[src/rtl/mtr_pkg.sv]
//****************************************************************************
// Shared constants for the motion task I/O and ring configuration block.
//****************************************************************************
package mtr_pkg;

   // APB address width and register byte offsets.
   localparam int          ADDR_W         = 12;
   localparam logic [11:0] REG_CFG_OFS    = 12'h000;
   localparam logic [11:0] REG_STATUS_OFS = 12'h004;

   // Field positions inside the configuration register.
   localparam int STATION_LSB = 0;
   localparam int STATION_W   = 6;
   localparam int RATE_LSB    = 8;
   localparam int RATE_W      = 5;
   localparam int LENGTH_LSB  = 16;
   localparam int LENGTH_W    = 8;
   localparam int IO_EN_BIT   = 31;

   // Field positions inside the status register.
   localparam int ST_TARGET_BIT = 0;
   localparam int ST_SEQ_BIT    = 1;
   localparam int ST_FOLLOW_BIT = 2;
   localparam int ST_FLAG_LSB   = 3;
   localparam int ST_AMP_BIT    = 9;
   localparam int ST_COMM_BIT   = 10;
   localparam int ST_LIGHT_BIT  = 11;
   localparam int ST_BAND_LSB   = 12;
   localparam int ST_TASK_LSB   = 16;

   // Values after reset.
   localparam logic [5:0] STATION_RST = 6'h00;
   localparam logic [4:0] RATE_RST    = 5'h02;
   localparam logic [7:0] LENGTH_RST  = 8'h00;
   localparam logic       IO_EN_RST   = 1'b1;

   // Legal station range and ring rate codes.
   localparam logic [6:0] STATION_MAX = 7'h3f;
   localparam logic [4:0] RATE_2M     = 5'h02;
   localparam logic [4:0] RATE_4M     = 5'h04;
   localparam logic [4:0] RATE_8M     = 5'h08;
   localparam logic [4:0] RATE_16M    = 5'h10;

   // Cable length band limits in metres.
   localparam logic [7:0] LEN_MID_MIN  = 8'h0f;
   localparam logic [7:0] LEN_LONG_MIN = 8'h1e;

   // Transmit power bands.
   typedef enum logic [1:0]
   {
      BAND_VERY_SHORT = 2'h0,
      BAND_SHORT      = 2'h1,
      BAND_MID        = 2'h2,
      BAND_LONG       = 2'h3
   } mtr_band_t;

   // Indicator flash time and its count of clock cycles.
   localparam int CLK_FREQ_MHZ  = 125;
   localparam int FLASH_TIME_US = 1000;
   localparam int FLASH_CYCLES  = FLASH_TIME_US * CLK_FREQ_MHZ;

endpackage

[src/rtl/mtr_flash.sv]
`timescale 1ns/1ps
`default_nettype none
//****************************************************************************
// Indicator driver: stretches event pulses, or stays lit while forced.
//****************************************************************************
module mtr_flash
#(
   parameter int CYCLES = 1000
)
(
   input  wire logic i_clk,     // System clock.
   input  wire logic i_rst,     // Asynchronous reset, active high.
   input  wire logic i_trigger, // One-cycle event that starts a flash.
   input  wire logic i_force,   // Level that holds the lamp steadily on.
   output var  logic o_lamp     // Lamp drive, registered.
);

   logic [31:0] cnt_reg;
   logic [31:0] cnt_next;

   // Each event restarts the flash time, otherwise the time runs down.
   assign cnt_next = i_trigger ? 32'(CYCLES) : ((cnt_reg != 32'h0) ? cnt_reg - 32'h1 : 32'h0);

   // The lamp is lit while the flash runs or while forced.
   always_ff @(posedge i_clk or posedge i_rst)
   begin
      if (i_rst)
      begin
         cnt_reg <= 32'h0;
         o_lamp  <= 1'b0;
      end
      else
      begin
         cnt_reg <= cnt_next;
         o_lamp  <= i_force | (cnt_next != 32'h0);
      end
   end

endmodule
`default_nettype wire

[src/rtl/mtr_top.sv]
`timescale 1ns/1ps
`default_nettype none
//****************************************************************************
// Motion task I/O handshake and optical ring configuration.
//****************************************************************************

// What this block does
// A resume request continues the interrupted motion task instead of starting a new one.
// A start request begins the task whose number stands in binary on the eight number inputs.
// The target reached output goes high once the axis is inside the target window.
// In a chained sequence the step output inverts at the start of every task after the first.
// The first task of a chained sequence sets the step output low.
// The following fault output is low while outside the following window, high otherwise.
// Each position flag is high while its own preset condition is met.
// The station address accepts only values from 0 to 63.
// Station address 0 makes the device an amplifier node of the ring.
// The rate code 2, 4, 8 or 16 selects that many megabaud, equal at both ends.
// The length code sets transmit power: 0 very short, else bands below 15, 15 to 29, 30 up.
// With a rate different from the ring master's no communication takes place.
// Telegram errors from a wrong power setting light the fault indicator.
// The receive indicator pulses for every good telegram received.
// The transmit indicator pulses for every telegram sent.
// The fault indicator flickers on light faults and stays lit when the link is gone.
// The controller keeps the task number stable around the start request.
module mtr_top
#(
   parameter int FLASH_CYCLES = mtr_pkg::FLASH_CYCLES
)
(
   input  wire logic        I_MCLK,                   // System clock, 125 MHz.
   input  wire logic        I_RST,                    // Asynchronous reset, active high.
   input  wire logic        I_PSEL,                   // APB select.
   input  wire logic        I_PENABLE,                // APB enable.
   input  wire logic        I_PWRITE,                 // APB direction, high for write.
   input  wire logic [11:0] I_PADDR,                  // APB byte address.
   input  wire logic [31:0] I_PWDATA,                 // APB write data.
   output var  logic        O_PREADY,                 // APB ready.
   output var  logic [31:0] O_PRDATA,                 // APB read data.
   output var  logic        O_PSLVERR,                // APB error.
   input  wire logic [7:0]  I_TASK_NUMBER,            // Task number pins, bit 0 lowest.
   input  wire logic        I_START_TASK_FROM_INPUTS, // Start pin.
   input  wire logic        I_RESUME_TASK_IN,         // Resume pin.
   input  wire logic        I_IN_WINDOW,              // Axis inside target window.
   input  wire logic        I_FOLLOW_OUTSIDE,         // Position outside following window.
   input  wire logic [5:0]  I_PRESET_MET,             // Preset condition per position register.
   input  wire logic        I_TASK_BEGIN,             // Pulse: a motion task begins.
   input  wire logic        I_SEQ_FIRST,              // Beginning task is first of a chain.
   input  wire logic        I_SEQ_CHAINED,            // Beginning task belongs to a chain.
   input  wire logic [4:0]  I_MASTER_RATE_CODE,       // Rate code seen on the ring.
   input  wire logic        I_LINK_LIGHT,             // Light present on the ring input.
   input  wire logic        I_TELEGRAM_RX,            // Pulse: good telegram received.
   input  wire logic        I_TELEGRAM_TX,            // Pulse: telegram sent.
   input  wire logic        I_TELEGRAM_ERR,           // Pulse: telegram error.
   output var  logic        O_START_TASK,             // Pulse: start the numbered task.
   output var  logic [7:0]  O_TASK_NUMBER,            // Number of the task to start.
   output var  logic        O_RESUME_TASK,            // Pulse: resume interrupted task.
   output var  logic        O_TARGET_REACHED_OUT,     // Target reached, high.
   output var  logic        O_SEQUENCE_STEP_TOGGLE_OUT, // Sequence step output.
   output var  logic        O_FOLLOWING_FAULT_OUT,    // Low when following error.
   output var  logic [5:0]  O_POSITION_FLAG,          // Position flags 0 to 5.
   output var  logic        O_AMPLIFIER_NODE,         // Station acts as amplifier node.
   output var  logic [4:0]  O_RING_RATE_CODE,         // Selected ring rate in megabaud.
   output var  logic [1:0]  O_TX_POWER_BAND,          // Transmit power band.
   output var  logic        O_RECEIVE_INDICATOR,      // Receive lamp.
   output var  logic        O_TRANSMIT_INDICATOR,     // Transmit lamp.
   output var  logic        O_FAULT_INDICATOR         // Fault lamp.
);

   //*************************************************************************
   // Functions.
   //*************************************************************************

   // True for the four legal ring rate codes.
   function automatic logic rate_legal(input logic [4:0] code);
      rate_legal = (code == mtr_pkg::RATE_2M) || (code == mtr_pkg::RATE_4M) ||
                   (code == mtr_pkg::RATE_8M) || (code == mtr_pkg::RATE_16M);
   endfunction

   // Maps the cable length in metres to a transmit power band.
   function automatic logic [1:0] length_band(input logic [7:0] len);
      if (len == 8'h00)
         length_band = mtr_pkg::BAND_VERY_SHORT;
      else if (len < mtr_pkg::LEN_MID_MIN)
         length_band = mtr_pkg::BAND_SHORT;
      else if (len < mtr_pkg::LEN_LONG_MIN)
         length_band = mtr_pkg::BAND_MID;
      else
         length_band = mtr_pkg::BAND_LONG;
   endfunction

   //*************************************************************************
   // Pin synchronisers.
   //*************************************************************************

   logic [9:0] pin_s1_reg;
   logic [9:0] pin_s2_reg;
   logic [9:0] pin_s3_reg;
   logic [9:0] pin_reg;
   logic [9:0] pin_prev_reg;
   logic [9:0] pin_next;

   // A pin change counts once the second and third stages agree; else the old value holds.
   assign pin_next = ((pin_s2_reg ^ pin_s3_reg) & pin_reg) |
                     (~(pin_s2_reg ^ pin_s3_reg) & pin_s3_reg);

   // Three stages per pin, then the agreed value.
   always_ff @(posedge I_MCLK or posedge I_RST)
   begin
      if (I_RST)
      begin
         pin_s1_reg   <= 10'h000;
         pin_s2_reg   <= 10'h000;
         pin_s3_reg   <= 10'h000;
         pin_reg      <= 10'h000;
         pin_prev_reg <= 10'h000;
      end
      else
      begin
         pin_s1_reg   <= {I_RESUME_TASK_IN, I_START_TASK_FROM_INPUTS, I_TASK_NUMBER};
         pin_s2_reg   <= pin_s1_reg;
         pin_s3_reg   <= pin_s2_reg;
         pin_reg      <= pin_next;
         pin_prev_reg <= pin_reg;
      end
   end

   //*************************************************************************
   // Configuration register and APB slave.
   //*************************************************************************

   logic [5:0]  station_reg;
   logic [4:0]  rate_reg;
   logic [7:0]  length_reg;
   logic        io_en_reg;
   logic        setup_phase;
   logic        wr_commit;
   logic        hit_cfg;
   logic        hit_status;
   logic        wr_cfg_ok;
   logic        bad_access;
   logic [6:0]  wr_station;
   logic [4:0]  wr_rate;
   logic [31:0] cfg_word;
   logic [31:0] status_word;
   logic [31:0] rd_word;
   logic        comm_ok;

   // Address decode and write checks.
   assign setup_phase = I_PSEL & ~I_PENABLE;
   assign wr_commit   = I_PSEL & I_PENABLE & O_PREADY & I_PWRITE & ~O_PSLVERR;
   assign hit_cfg     = (I_PADDR == mtr_pkg::REG_CFG_OFS);
   assign hit_status  = (I_PADDR == mtr_pkg::REG_STATUS_OFS);
   assign wr_station  = {1'b0, I_PWDATA[mtr_pkg::STATION_LSB +: mtr_pkg::STATION_W]};
   assign wr_rate     = I_PWDATA[mtr_pkg::RATE_LSB +: mtr_pkg::RATE_W];
   assign wr_cfg_ok   = (wr_station <= mtr_pkg::STATION_MAX) && rate_legal(wr_rate)
                        && (I_PWDATA[7:6] == 2'h0);
   assign bad_access  = I_PWRITE ? !(hit_cfg && wr_cfg_ok) : !(hit_cfg || hit_status);

   // Register images for reads.
   assign cfg_word = {io_en_reg, 7'h00, length_reg, 3'h0, rate_reg, 2'h0, station_reg};
   assign status_word = {8'h00, O_TASK_NUMBER, 2'h0, O_TX_POWER_BAND, I_LINK_LIGHT, comm_ok,
                         O_AMPLIFIER_NODE, O_POSITION_FLAG, O_FOLLOWING_FAULT_OUT,
                         O_SEQUENCE_STEP_TOGGLE_OUT, O_TARGET_REACHED_OUT};
   assign rd_word = hit_cfg ? cfg_word : (hit_status ? status_word : 32'h0);

   // Answer is prepared in the setup cycle, so the access phase has no wait.
   always_ff @(posedge I_MCLK or posedge I_RST)
   begin
      if (I_RST)
      begin
         O_PREADY  <= 1'b0;
         O_PRDATA  <= 32'h0;
         O_PSLVERR <= 1'b0;
      end
      else
      begin
         O_PREADY  <= setup_phase;
         O_PRDATA  <= (setup_phase && !I_PWRITE) ? rd_word : 32'h0;
         O_PSLVERR <= setup_phase && bad_access;
      end
   end

   // Configuration fields; a refused write leaves them unchanged.
   always_ff @(posedge I_MCLK or posedge I_RST)
   begin
      if (I_RST)
      begin
         station_reg <= mtr_pkg::STATION_RST;
         rate_reg    <= mtr_pkg::RATE_RST;
         length_reg  <= mtr_pkg::LENGTH_RST;
         io_en_reg   <= mtr_pkg::IO_EN_RST;
      end
      else if (wr_commit)
      begin
         station_reg <= I_PWDATA[mtr_pkg::STATION_LSB +: mtr_pkg::STATION_W];
         rate_reg    <= wr_rate;
         length_reg  <= I_PWDATA[mtr_pkg::LENGTH_LSB +: mtr_pkg::LENGTH_W];
         io_en_reg   <= I_PWDATA[mtr_pkg::IO_EN_BIT];
      end
   end

   //*************************************************************************
   // Motion task handshake and status outputs.
   //*************************************************************************

   logic start_edge;
   logic resume_edge;

   // Rising edges of the agreed start and resume pins.
   assign start_edge  = io_en_reg & pin_reg[8] & ~pin_prev_reg[8];
   assign resume_edge = io_en_reg & pin_reg[9] & ~pin_prev_reg[9] & ~start_edge;

   // Start wins over a resume seen in the same cycle.
   always_ff @(posedge I_MCLK or posedge I_RST)
   begin
      if (I_RST)
      begin
         O_START_TASK               <= 1'b0;
         O_TASK_NUMBER              <= 8'h00;
         O_RESUME_TASK              <= 1'b0;
         O_TARGET_REACHED_OUT       <= 1'b0;
         O_SEQUENCE_STEP_TOGGLE_OUT <= 1'b0;
         O_FOLLOWING_FAULT_OUT      <= 1'b0;
         O_POSITION_FLAG            <= 6'h00;
      end
      else
      begin
         O_START_TASK          <= start_edge;
         O_RESUME_TASK         <= resume_edge;
         O_TARGET_REACHED_OUT  <= I_IN_WINDOW;
         O_FOLLOWING_FAULT_OUT <= ~I_FOLLOW_OUTSIDE;
         O_POSITION_FLAG       <= I_PRESET_MET;
         if (start_edge)
            O_TASK_NUMBER <= pin_reg[7:0];
         if (I_TASK_BEGIN && I_SEQ_FIRST)
            O_SEQUENCE_STEP_TOGGLE_OUT <= 1'b0;
         else if (I_TASK_BEGIN && I_SEQ_CHAINED)
            O_SEQUENCE_STEP_TOGGLE_OUT <= ~O_SEQUENCE_STEP_TOGGLE_OUT;
      end
   end

   //*************************************************************************
   // Ring configuration outputs and indicators.
   //*************************************************************************

   logic fault_force;

   // Telegrams count only when both ends run the same rate.
   assign comm_ok     = (rate_reg == I_MASTER_RATE_CODE) & I_LINK_LIGHT;
   assign fault_force = ~comm_ok;

   // Station role, rate and power band are registered copies of the setup.
   always_ff @(posedge I_MCLK or posedge I_RST)
   begin
      if (I_RST)
      begin
         O_AMPLIFIER_NODE <= 1'b0;
         O_RING_RATE_CODE <= mtr_pkg::RATE_RST;
         O_TX_POWER_BAND  <= mtr_pkg::BAND_VERY_SHORT;
      end
      else
      begin
         O_AMPLIFIER_NODE <= (station_reg == 6'h00);
         O_RING_RATE_CODE <= rate_reg;
         O_TX_POWER_BAND  <= length_band(length_reg);
      end
   end

   // Receive lamp flashes per good telegram.
   mtr_flash #(.CYCLES(FLASH_CYCLES)) u_rx_lamp
   (
      .i_clk     (I_MCLK),
      .i_rst     (I_RST),
      .i_trigger (I_TELEGRAM_RX & comm_ok),
      .i_force   (1'b0),
      .o_lamp    (O_RECEIVE_INDICATOR)
   );

   // Transmit lamp flashes per telegram sent.
   mtr_flash #(.CYCLES(FLASH_CYCLES)) u_tx_lamp
   (
      .i_clk     (I_MCLK),
      .i_rst     (I_RST),
      .i_trigger (I_TELEGRAM_TX & comm_ok),
      .i_force   (1'b0),
      .o_lamp    (O_TRANSMIT_INDICATOR)
   );

   // Fault lamp flickers per error and stays lit without a usable link.
   mtr_flash #(.CYCLES(FLASH_CYCLES)) u_err_lamp
   (
      .i_clk     (I_MCLK),
      .i_rst     (I_RST),
      .i_trigger (I_TELEGRAM_ERR),
      .i_force   (fault_force),
      .o_lamp    (O_FAULT_INDICATOR)
   );
endmodule
`default_nettype wire

[config.mk]
export PLATFORM = sky130hd
export DESIGN_NAME = mtr_top
export DESIGN_NICKNAME = d
export VERILOG_FILES = /design/src/rtl/mtr_pkg.sv /design/src/rtl/mtr_flash.sv /design/src/rtl/mtr_top.sv
export SDC_FILE = /design/constraint.sdc
export NUM_CORES = 1
export LEC_CHECK = 0
export ABC_AREA = 1
export BUFFER_PORTS_ARGS = -buffer_cell sky130_fd_sc_hd__buf_2
export CAP_MARGIN = 20
export CORE_MARGIN = 5
export CORE_UTILIZATION = 30
export CTS_BUF_LIST = sky130_fd_sc_hd__clkbuf_4
export CTS_CLUSTER_DIAMETER = 100
export DETAILED_ROUTE_END_ITERATION = 6
export SYNTH_ARGS = -nofsm -noshare
export SYNTH_HDL_FRONTEND = slang
export SYNTH_SLANG_ARGS = --single-unit
export TNS_END_PERCENT = 10
[constraint.sdc]
create_clock -name I_MCLK -period 8.05 [get_ports I_MCLK]
set_clock_uncertainty 0.1 [all_clocks]
set_input_delay 0.805 -clock I_MCLK [delete_from_list [all_inputs] [get_ports I_MCLK]]
set_output_delay 0.805 -clock I_MCLK [all_outputs]
set_load 0.02 [all_outputs]
; ---- After elaboration in Yosys (flattened, before gate mapping)
; Index checks and enable logic that the tools add are counted.
[op_classes]
add_sub_neg = 3
order_cmp = 3
n_eq_ne = 6
n_mux = 15
bitwise_logic = 27
n_reduce_logical = 25
[op_table]
columns = op, count
row1 = $mux 32, 8
row2 = $reduce_bool 32->1, 6
row3 = $sub 32x1->32 const B, 3
row4 = $mux 24, 1
row5 = $and 10x10->10, 2
row6 = $and 1x1->1, 13
row7 = $eq 12x3->1 const B, 1
row8 = $logic_not 12->1, 1
row9 = $not 10->10, 1
row10 = $or 10x10->10, 1
row11 = $xor 10x10->10, 1
row12 = $logic_not 8->1, 1
row13 = $lt 8x4->1 const B, 1
row14 = $lt 8x5->1 const B, 1
row15 = $not 1->1, 8
row16 = $logic_and 1x1->1, 7
row17 = $le 6x6->1 const B, 1
row18 = $logic_not 6->1, 1
row19 = $eq 5x2->1 const B, 1
row20 = $eq 5x3->1 const B, 1
row21 = $eq 5x4->1 const B, 1
row22 = $eq 5x5->1, 1
row23 = $eq 5x5->1 const B, 1
row24 = $logic_or 1x1->1, 4
row25 = other kinds (6), 12
[totals]
regBits = 230
inputBits = 79
word_cells = 107

; ---- Longest topological paths before layout
; Gate-level depths: netlist of run 1.
[depth]
word_depth = 10
depth_mapped = 15
mapped_depth_nobuf = 15

; ---- Modules after synthesis
; Synthesis of run 1 repeated with hierarchy kept, for this count alone.
[hier_totals]
cells_unflattened = 1451
hier_area_um2 = 11008.1
[by_module_without_submodules]
columns = mod, n_inst, cells_each, area_per_inst_um2, seq_area_each_um2
row1 = mtr_flash at u_err_lamp ..., 2, 364, 2297.2, 825.8
row2 = mtr_top, 1, 359, 4117.7, 2856.5
row3 = mtr_flash at u_tx_lamp, 1, 364, 2296.0, 825.8

; ---- Worst setup path after synthesis of run 1
; Ideal clock, no wire load.
[synth_path]
path_type = input to register
start = input I_PWRITE
end = register length_reg[6]
setup_time_ns = 0.125
arrival_time_ns = 1.904
required_time_ns = 7.825
path_slack_ns = 5.922
stages = 4
path_buffers = 1
cell_sequence = inv_1 -> nor3_1 -> buf_2 -> mux2_2
[synth_between]
elab_chain_cells = 2
[synth_lines]
columns = item, line_no
row1 = "start, declared", mtr_top.sv:34  ; input wire logic I_PWRITE,
row2 = $and 1x1->1 (2 in series), mtr_top.sv:150  ; assign wr_commit = I_PSEL & I_PENABLE & O_PREADY & I_PWRITE & ~O_PSLVERR;
row3 = "end signal, assigned", mtr_top.sv:190  ; length_reg <= mtr_pkg::LENGTH_RST;
row4 = "end signal, assigned", mtr_top.sv:197  ; length_reg <= I_PWDATA[mtr_pkg::LENGTH_LSB +: mtr_pkg::LENGTH_W];
row5 = "end, declared", mtr_top.sv:133  ; logic [7:0] length_reg;
; No other way between the ends.
; A chain may end at the register's enable or synchronous reset.

; ---- Worst setup path in the final report of run 1
[layout_path]
start = register rate_reg[1]
end = register u_tx_lamp.o_lamp
[layout_between]
elab_chain_cells = 5
[layout_lines]
columns = item, line_no
row1 = "start, declared", mtr_top.sv:132  ; logic [4:0] rate_reg;
row2 = "start signal, assigned", mtr_top.sv:189  ; rate_reg <= mtr_pkg::RATE_RST;
row3 = "start signal, assigned", mtr_top.sv:196  ; rate_reg <= wr_rate;
row4 = $eq 5x5->1, mtr_top.sv:249  ; assign comm_ok = (rate_reg == I_MASTER_RATE_CODE) & I_LINK_LIGHT;
row5 = $and 1x1->1, mtr_top.sv:249
row6 = $and 1x1->1, mtr_top.sv:284  ; .i_trigger (I_TELEGRAM_TX & comm_ok),
row7 = $mux 32, mtr_flash.sv:22  ; assign cnt_next = i_trigger ? 32'(CYCLES) : ((cnt_reg != 32'h0) ? cnt_reg - 32'h1 : 32'h0);
row8 = $reduce_bool 32->1, mtr_flash.sv:35  ; o_lamp <= i_force | (cnt_next != 32'h0);
row9 = "end signal, assigned", mtr_flash.sv:35
row10 = "end, declared", mtr_flash.sv:15  ; output var logic o_lamp
; No other way between the ends.

==> results of run 1 <==
## critical path: stages, from the launching register on
cell,delay (ns)
dfstp_2,0.58
xnor2_1,0.13
nand2_1,0.09
nor2_2,0.20
nand4_2,0.37
nand2_1,0.67
inv_1,0.26
nand2_1,0.15
nand3_1,0.08
nor2_1,0.11
nand2_1,0.06
## power by group
group | internal, mW | leakage, nW | switching [mW]
Clock | 0.462 | 0.399 | 0.464
Combinational | 0.206 | 3.57 | 0.379
Sequential | 1.20 | 2.63 | 0.121
## metal layers
layer  up-vias  routed length [microns]  track usage
met1      4417                    12800        0.186
met2       200                    13200        0.235
li1       4750                        -            -
met4         0                      631       0.0445
met5         -                        0            0
met3        52                     1460       0.0337
## per-stage QoR
stage / utilization / power [mW]
6_report: 0.354 / 2.83
3_5_place_dp: 0.334 / 1.92
4_1_cts: 0.353 / 2.88
3_3_place_gp: 0.334 / 1.91
5_1_grt: 0.354 / 3.03
2_1_floorplan: - / 1.75
## cell usage in the layout, fill, tap and decap left out, drive strengths merged, types with 5 or more instances in the layout
cell type | netlist | layout
clkbuf | 10 | 74
nand2 | 421 | 421
nand4 | 18 | 18
ha | 5 | 5
clkinv | 1 | 21
inv | 183 | 185
o21bai | 9 | 9
nand3b | 5 | 5
mux2 | 7 | 7
maj3 | 10 | 10
o21ai | 42 | 42
dfrtp | 210 | 210
nor3 | 18 | 18
nand3 | 95 | 95
a21oi | 34 | 34
buf | 19 | 127
xor2 | 19 | 19
nor2 | 286 | 286
conb | 1 | 9
## how the worst max path moves through the flow
stage | endpoint | slack [ns] | cells after the start
floorplan | O_AMPLIFIER_NODE$_DFF_PP0_ | 1.33 | 1
global placement | u_tx_lamp.o_lamp$_DFF_PP0_ | 4.73 | 14
detailed placement | u_tx_lamp.o_lamp$_DFF_PP0_ | 4.74 | 14
CTS | u_tx_lamp.o_lamp$_DFF_PP0_ | 5.06 | 10
global route | u_tx_lamp.o_lamp$_DFF_PP0_ | 4.85 | 10
finish | u_tx_lamp.o_lamp$_DFF_PP0_ | 5.14 | 10
## layout make-up
class | count | area [sq um]
clock inverter | 23 | 126
clock buffer | 74 | 556
tap | 461 | 577
inverter | 184 | 698
timing repair buffer | 127 | 666
multi-input combinational | 1001 | 4670
fill | 3765 | 23000
sequential | 213 | 5330
antenna | 1 | 2.50
## logic make-up after synthesis
group           after synthesis  share of synthesized area
xor+xnor                     22                     0.0178
compound gates               91                     0.0456
buf+inv                     213                     0.0803
flops                       213                      0.492
fa+ha+maj                    15                     0.0150
mux                           7                    0.00728
other cells                   1                   0.000346
simple gates                857                      0.341
==> metrics.txt, run 1 <==
status finished, violations left; failing checks DRC; DR WL/cell 13.5 microns; Worst Path Max Fanout 20; worst slew pin tran 0.939 ns; antenna violations before repair 1; Clk Latency, worst-skew pair roughly 0.7 ns; Netlist Area Pre-Place 10800 sq um; minimum clock period 2.91 ns; Leak between 6 and 7 nW; fin crit share 0.362; clk sinks 213; most common cell in the synthesized netlist nand2_1; Post-CTS Setup Repair Bufs 0; DR pass1 iterations 7; # IOs 143; Hold Path Class in -> reg; most instantiated cells after synthesis 411 x nand2_1, 248 x nor2_1, 210 x dfrtp_1; Yosys reg bits ~210; R2R Setup Slk 5.14 ns; WL final around 28000 microns; core area between 30000 and 40000 sq um; dpl cells 1985; RD Place Congestion around 0.86; setup TNS 0 ns; area delta synth->final 16.5%; unrepaired setup endpoints after global routing no; Worst EP arrival around 3.4 ns; Clock transition at path regs around 0.070 ns; clock buffer depth 3; vias in the first global route 9336; worst slack, placed ~4.7 ns; Hold Crit Start I_PRESET_MET[4]; area share of the largest cell type after synthesis 0.485; Syn Area/Cell roughly 7.6 sq um; final net count around 1700; Post-synth ARST share 1.00; Setup WS post-layout between 5 and 6 ns; TritonCTS buffer count 56; ys flop type dfrtp_1; MaxCap Viol Count 0; drt first-iter violations slightly below 600; reg2reg path depth 10; placed inst area 11900 sq um; Tot GR Track Use 0.142; CP startpoint rate_reg[1]$_DFFE_PP1P_; Layout Cells excl Fill 2084; vias per cell 4.52; Max-slew headroom 0.372; post-route ant nets 0; Post-synth EDFFs 0; largest net degree at the start of global routing 138; grt total ovfl 0; Die ar. about 40000 sq um; DPL Wire Length ~21000 microns; TritonCTS clock tree done; share of cells above drive strength 1 0.170; crit end category register; die span in y 200 microns; Synth Instances approximately 1400; Max Fclk around 0.34 GHz; kind of critical path reg -> reg; Site Rows 69; Synth area leaders dfrtp_1 48%, nand2_1 14%, nor2_1 8.6%; starting density of the core 0.304; Peak VDD IR between 150 and 200 uV; WHS Endpoint O_POSITION_FLAG[4]$_DFF_PP0_; Clock Tree Root clkbuf_4; via count roughly 9400; Resized Gates After CTS 0; hold buffer count at cts 0; DRC violations left 2; Yosys cell types 44; first-pass GRT wire length approximately 46000 microns; # H-tree levels 2; FF-to-FF Start rate_reg[1]$_DFFE_PP1P_; WHS approximately 0.1 ns; Seq/Total Area, Yosys 0.492; Required @ worst endpoint around 8.5 ns; power per cell area between 200 and 250 nW/um^2; Fin. Hold Viols 0; Yosys Warn Count 0; final setup vio count 0; Hold Path Stages 1; Synth area leader dfrtp_1; r2r endpoint u_tx_lamp.o_lamp$_DFF_PP0_; Critical Path Start Type register; count of input and output buffers approximately 120; final instance area ~13000 sq um; count of pins over their slew limit 0; Die Wd between 200 and 250 microns
Note: power is estimated with default switching activity, not from simulation.
==> run 2, diff against run 1 <==
==> constraint.sdc (replaced) <==
create_clock -name I_MCLK -period 2.97 [get_ports I_MCLK]
set_clock_uncertainty 0.1 [all_clocks]
set_input_delay 0.297 -clock I_MCLK [delete_from_list [all_inputs] [get_ports I_MCLK]]
set_output_delay 0.297 -clock I_MCLK [all_outputs]
set_load 0.02 [all_outputs]
==> run 2 against run 1 <==
The run now ends clean. Cell count is 3.8% higher. Die area stayed put. Worst setup slack worse by 5.0 ns. Clock power grew to 2.9 times the previous value. Global-route usage is 0.47 points higher. Combinational power grew to 2.8 times the previous value. Sequential power grew to 2.7 times the previous value. Non-clock buffer count is 74 higher. Hold slack better by 0.0027 ns. First-iteration DRC count is 28% lower. Sequential share of layout area is 2.5 points lower. Utilization is 2.2 points higher. Critical path type unchanged. Highest routed layer unchanged.
==> metrics.txt, run 2 (synthesized netlist as in run 1, its figures left out) <==
logic gate share of total power 0.210; vias in the first global route between 9000 and 10000; final setup vio count 0; post-route ant nets 0; die span in y around 200 microns; Hold Path Class in -> reg; WL final roughly 29000 microns; commonest non-fill, non-tap cells in the layout 411 x nand2_1, 248 x nor2_1, 210 x dfrtp_1; Worst Path Max Fanout 9; Clock transition at path regs roughly 0.070 ns; worst slew pin tran ~0.89 ns; area delta synth->final 23.8%; Site Rows between 60 and 70; Die ar. about 40000 sq um; Die Wd approximately 200 microns; Clk pwr share 0.335; antenna violations before repair 2; # IOs approximately 140; Required @ worst endpoint ~3.5 ns; clock buffer depth 3; Tot Pwr 7.89 mW; clk sinks 213; TritonCTS buffer count 57; Layout Cells excl Fill roughly 2200; core area approximately 36000 sq um; Peak VDD IR 387 uV; largest net degree at the start of global routing between 60 and 70; RD Place Congestion 0.903; Sw Ratio 0.327; dpl cells approximately 2000; MaxCap Viol Count 0; TritonCTS clock tree done; via count 9676; final net count around 1700; unrepaired setup endpoints after global routing no; DR WL/cell approximately 13 microns; share of cells above drive strength 1 0.179; grt total ovfl 0; count of pins over their slew limit 0; first-pass GRT wire length ~48000 microns; kind of critical path reg -> reg; count of input and output buffers around 120; Leak ~7 nW; fin crit share 0.945; drt first-iter violations ~420; Internal around 5.3 mW; Max Fclk between 0.3 and 0.4 GHz; DR pass1 iterations 6; Worst EP arrival roughly 3.3 ns; DPL Wire Length 21300 microns; Tot GR Track Use 0.147; Clock Tree Root clkbuf_4; Resized Gates After CTS 0; crit end category register; power per cell area ~590 nW/um^2; vias per cell around 4.5; Clk Latency, worst-skew pair about 0.73 ns; minimum clock period roughly 2.8 ns; status finished clean; # H-tree levels 2; switching power approximately 2.6 mW; starting density of the core 0.304; Fin. Hold Viols 0; Sequential Power Share 0.454; Critical Path Start Type register; most common cell after layout, fill and taps aside nand2_1; Max-slew headroom 0.405; fillers about 3700; DRC violations left 0
==> run 2: cell types whose count changed in the layout (fill, tap and decap cells not counted), moves of 2 or more <==
cell and change:
dlygate4sd3_1 +63, buf_12 +3, clkinv_1 -15, buf_4 +9
clkbuf_4 +21, inv_8 -2
==> run 2: path summary, 6_finish.rpt <==
| path | from | endpoint | slack, ns | cells past startpoint |
|---|---|---|---|---|
| worst min-delay path | I_MASTER_RATE_CODE[3] | u_rx_lamp.cnt_reg[16]$_DFF_PP0_ | 0.1 | 6 |
| worst min register to register | pin_s1_reg[3]$_DFF_PP0_ | pin_s2_reg[3]$_DFF_PP0_ | 0.25 | 0 |
| min in group asynchronous | I_RST | u_rx_lamp.o_lamp$_DFF_PP0_ | 0.13 | 3 |
| worst max register to register | rate_reg[1]$_DFFE_PP1P_ | u_rx_lamp.o_lamp$_DFF_PP0_ | 0.16 | 11 |
| max in group asynchronous | I_RST | io_en_reg$_DFFE_PP1P_ | 1.80 | 4 |
| worst max-delay path | rate_reg[1]$_DFFE_PP1P_ | u_rx_lamp.o_lamp$_DFF_PP0_ | 0.16 | 11 |
==> run 2: metrics by stage <==
step | TNS (ns) | cell area, sq um | hold WS [ns] | util | setup slack, ns
6_report | 0 | 13400 | 0.100 | 0.376 | 0.163
4_1_cts | 0 | 13400 | 0.0188 | 0.376 | 0.214
3_5_place_dp | 0 | 12000 | 0.235 | 0.338 | 0.499
2_1_floorplan | -40.89 | 10900 | 0.228 | - | -0.195
3_3_place_gp | 0 | 12000 | 0.233 | 0.338 | 0.546
5_1_grt | 0 | 13400 | 0.0425 | 0.376 | 0.0283
==> run 2: layer usage <==
metal / share of wire / GRT usage
met1: 0.45 / 0.192
met2: 0.47 / 0.240
met3: 0.052 / 0.0317
met4: 0.026 / 0.0538
met5: 0 / 0
==> run 2: worst max-delay path, stage by stage (launching register included) <==
cell           delay (ns)
dfstp_2              0.58
xnor2_1              0.13
nand2_1              0.09
nor2_2               0.13
dlygate4sd3_1        0.64
nand4_4              0.20
nand2_2              0.21
inv_1                0.15
o21ai_1              0.12
nand3_1              0.16
nor2_1               0.16
nand2_1              0.08
==> run 2: power by group through the flow <==
stage / registers, mW / clock network [mW] / logic (mW)
2_1_floorplan: 3.64 / 0 / 1.12
4_1_cts: 3.58 / 2.77 / 1.67
6_report: 3.58 / 2.65 / 1.66
3_5_place_dp: 3.63 / 0 / 1.59
5_1_grt: 3.63 / 2.93 / 1.90
3_3_place_gp: 3.63 / 0 / 1.57
==> run 2: what timing repair did <==
action / CTS / global route
endpoints found under the setup margin: 0 / 0
hold endpoints to repair: 91 / 0
hold buffers: 63 / 0
buffers inserted: 0 / 0
==> run 2: final cells by class <==
class	count	area, sq um	area share
tap	461	577	0.0430
antenna	2	5.00	0.000373
multi-input combinational	1001	4670	0.348
sequential	213	5330	0.397
timing repair buffer	201	1400	0.104
clock buffer	95	713	0.0531
inverter	184	694	0.0517
clock inverter	6	32.5	0.00242
==> run 3, diff against run 2 <==
--- a/config.mk
+++ b/config.mk
@@ -11,8 +11,8 @@
 export CORE_MARGIN = 5
 export CORE_UTILIZATION = 30
 export CTS_BUF_LIST = sky130_fd_sc_hd__clkbuf_4
-export CTS_CLUSTER_DIAMETER = 100
 export DETAILED_ROUTE_END_ITERATION = 6
+export MAX_ROUTING_LAYER = met4
 export SYNTH_ARGS = -nofsm -noshare
 export SYNTH_HDL_FRONTEND = slang
 export SYNTH_SLANG_ARGS = --single-unit
==> run 3 against run 2 <==
Clock power is 2% lower. Combinational power hardly changed. Clock-buffer cell count is 7 lower. Register-to-register slack better by 0.15 ns. Die area stayed put. Utilization is 0.16 points lower. Fmax is 2.0% higher. Critical endpoint is now O_PRDATA[10]$_DFF_PP0_. Highest routed layer unchanged.
==> metrics.txt, run 3 (synthesized netlist as in run 1, its figures left out) <==
status finished clean; Leak 6.94 nW; crit end category register; Hold Path Class in -> reg; Post-CTS Setup Repair Bufs 0; power per cell area 587 nW/um^2; antenna violations before repair 1; final instance area between 10000 and 15000 sq um; drt first-iter violations ~600; crit-path cells dlygate4sd3_1 -> buf_2 -> nor3_1 -> dlygate4sd3_1 -> nand3_1 -> clkinv_1 -> nand4_1 -> dlygate4sd3_1 -> a21oi_1; Sequential Power Share 0.457; WL final roughly 29000 microns; # H-tree levels 2; TritonCTS clock tree done; DPL Wire Length between 20000 and 25000 microns; Clk pwr share 0.332; count of pins over their slew limit 0; Required @ worst endpoint roughly 3.4 ns; WHS around 0.12 ns; Max-slew headroom 0.374; Die ar. 40000 sq um; area delta synth->final 23.3%; commonest non-fill, non-tap cells in the layout 411 x nand2_1, 248 x nor2_1, 210 x dfrtp_1; kind of critical path in -> reg; Max Fclk 0.363 GHz; hold buffer count at cts 60; worst slew pin tran 0.937 ns; final net count about 1700; Sw Ratio 0.334; unrepaired setup endpoints after global routing no; clock buffer depth 3; Clock Tree Root clkbuf_4; Worst path top cell family by delay buffers and inverters; Max stage delay on crit path about 0.61 ns; clk sinks around 210; RD Place Congestion 0.891; Worst EP arrival approximately 3.2 ns; first-pass GRT wire length approximately 48000 microns; Most common cell on crit path dlygate4sd3_1; R2R Setup Slk roughly 0.31 ns; share of cells above drive strength 1 0.176; Fin. Hold Viols 0; logic gate share of total power 0.211; largest net degree at the start of global routing 93; die span in y 200 microns; Internal between 5 and 6 mW; Critical Path Start Type input port; vias per cell around 4.5; Critical-path top delay cell dlygate4sd3_1; Buf/Inv on CP 5; count of input and output buffers 123; multi-input logic area 4670 sq um; DRC violations left 0; placed inst area 12000 sq um; starting density of the core 0.304; vias in the first global route roughly 9800; via count ~10000; minimum clock period about 2.8 ns; Tot Pwr a little under 8 mW; final setup vio count 0; Clock transition at path regs approximately 0.060 ns; TritonCTS buffer count between 50 and 60; Storage cell area 5330 sq um; switching power 2.62 mW; # IOs around 140; core area approximately 36000 sq um; most common cell after layout, fill and taps aside nand2_1; DR pass1 iterations 5; Peak VDD IR between 300 and 400 uV; Die Wd between 200 and 250 microns; Resized Gates After CTS 0; Worst Path Max Fanout 17; fin crit share 0.927; Clk Latency, worst-skew pair between 0.7 and 0.8 ns; post-route ant nets 0; grt total ovfl 0; Tot GR Track Use 0.151; MaxCap Viol Count 0; DR WL/cell roughly 13 microns; Site Rows between 60 and 70; fillers between 3000 and 4000
## run 3: cell count changes in the layout (fill, tap and decap cells not counted)
| cell | delta |
|---|---|
| buf_4 | -2 |
| clkbuf_4 | -7 |
| clkinv_1 | +4 |
| clkinv_2 | +2 |
| clkinv_4 | -1 |
| clkinv_8 | +1 |
| diode_2 | -1 |
| dlygate4sd3_1 | -3 |
| inv_6 | +1 |
## run 3: power by group through the flow
stage	Sequential [mW]	Combinational, mW	Clock (mW)
global placement	3.62	1.57	0
CTS	3.58	1.66	2.73
floorplan	3.64	1.12	0
detailed placement	3.63	1.59	0
global route	3.63	1.88	2.87
finish	3.59	1.65	2.61
## run 3: path summary, 6_finish.rpt
check | startpoint | endpoint | depth (start not counted)
max | I_PADDR[0] | O_PRDATA[10]$_DFF_PP0_ | 9
min in group asynchronous | I_RST | length_reg[3]$_DFFE_PP0P_ | 4
min | I_RESUME_TASK_IN | pin_s1_reg[9]$_DFF_PP0_ | 2
max in group asynchronous | I_RST | u_err_lamp.cnt_reg[30]$_DFF_PP0_ | 4
min reg2reg | pin_s1_reg[0]$_DFF_PP0_ | pin_s2_reg[0]$_DFF_PP0_ | 0
max reg2reg | rate_reg[1]$_DFFE_PP1P_ | O_PRDATA[10]$_DFF_PP0_ | 7
## run 3: metrics by stage
| stage | TNS, ns | utilization | std cells | worst slack, ns |
|---|---|---|---|---|
| 4_1_cts | 0 | 0.375 | 2156 | 0.317 |
| 5_1_grt | 0 | 0.375 | 2157 | 0.104 |
| 6_report | 0 | 0.375 | 2157 | 0.217 |
| 3_3_place_gp | 0 | 0.337 | 1995 | 0.567 |
| 2_1_floorplan | -40.89 | - | 1427 | -0.195 |
| 3_5_place_dp | 0 | 0.337 | 1995 | 0.546 |
## run 3: cell type report
cell class                 instances  area share
sequential                       213       0.399
multi-input combinational       1001       0.349
timing repair buffer             196       0.101
inverter                         184      0.0520
clock buffer                      88      0.0494
tap                              461      0.0432
clock inverter                    13     0.00553
antenna                            1    0.000187
## run 3: layer usage
layer | global-route usage | vias to the layer above | share of wire
li1 | - | 4911 | -
met2 | 0.247 | 241 | 0.48
met1 | 0.188 | 4528 | 0.45
met3 | 0.0279 | 68 | 0.047
met4 | 0.0528 | 0 | 0.029
met5 | - | - | 0
## run 3: worst reg2reg max path, stage by stage, from the launching register on
cell and delay, ns:
dfstp_2 0.57, xnor2_1 0.13, nand2_1 0.09, nor2_2 0.19
dlygate4sd3_1 0.59, nand4_1 0.10, dlygate4sd3_1 0.60, a21oi_1 0.14
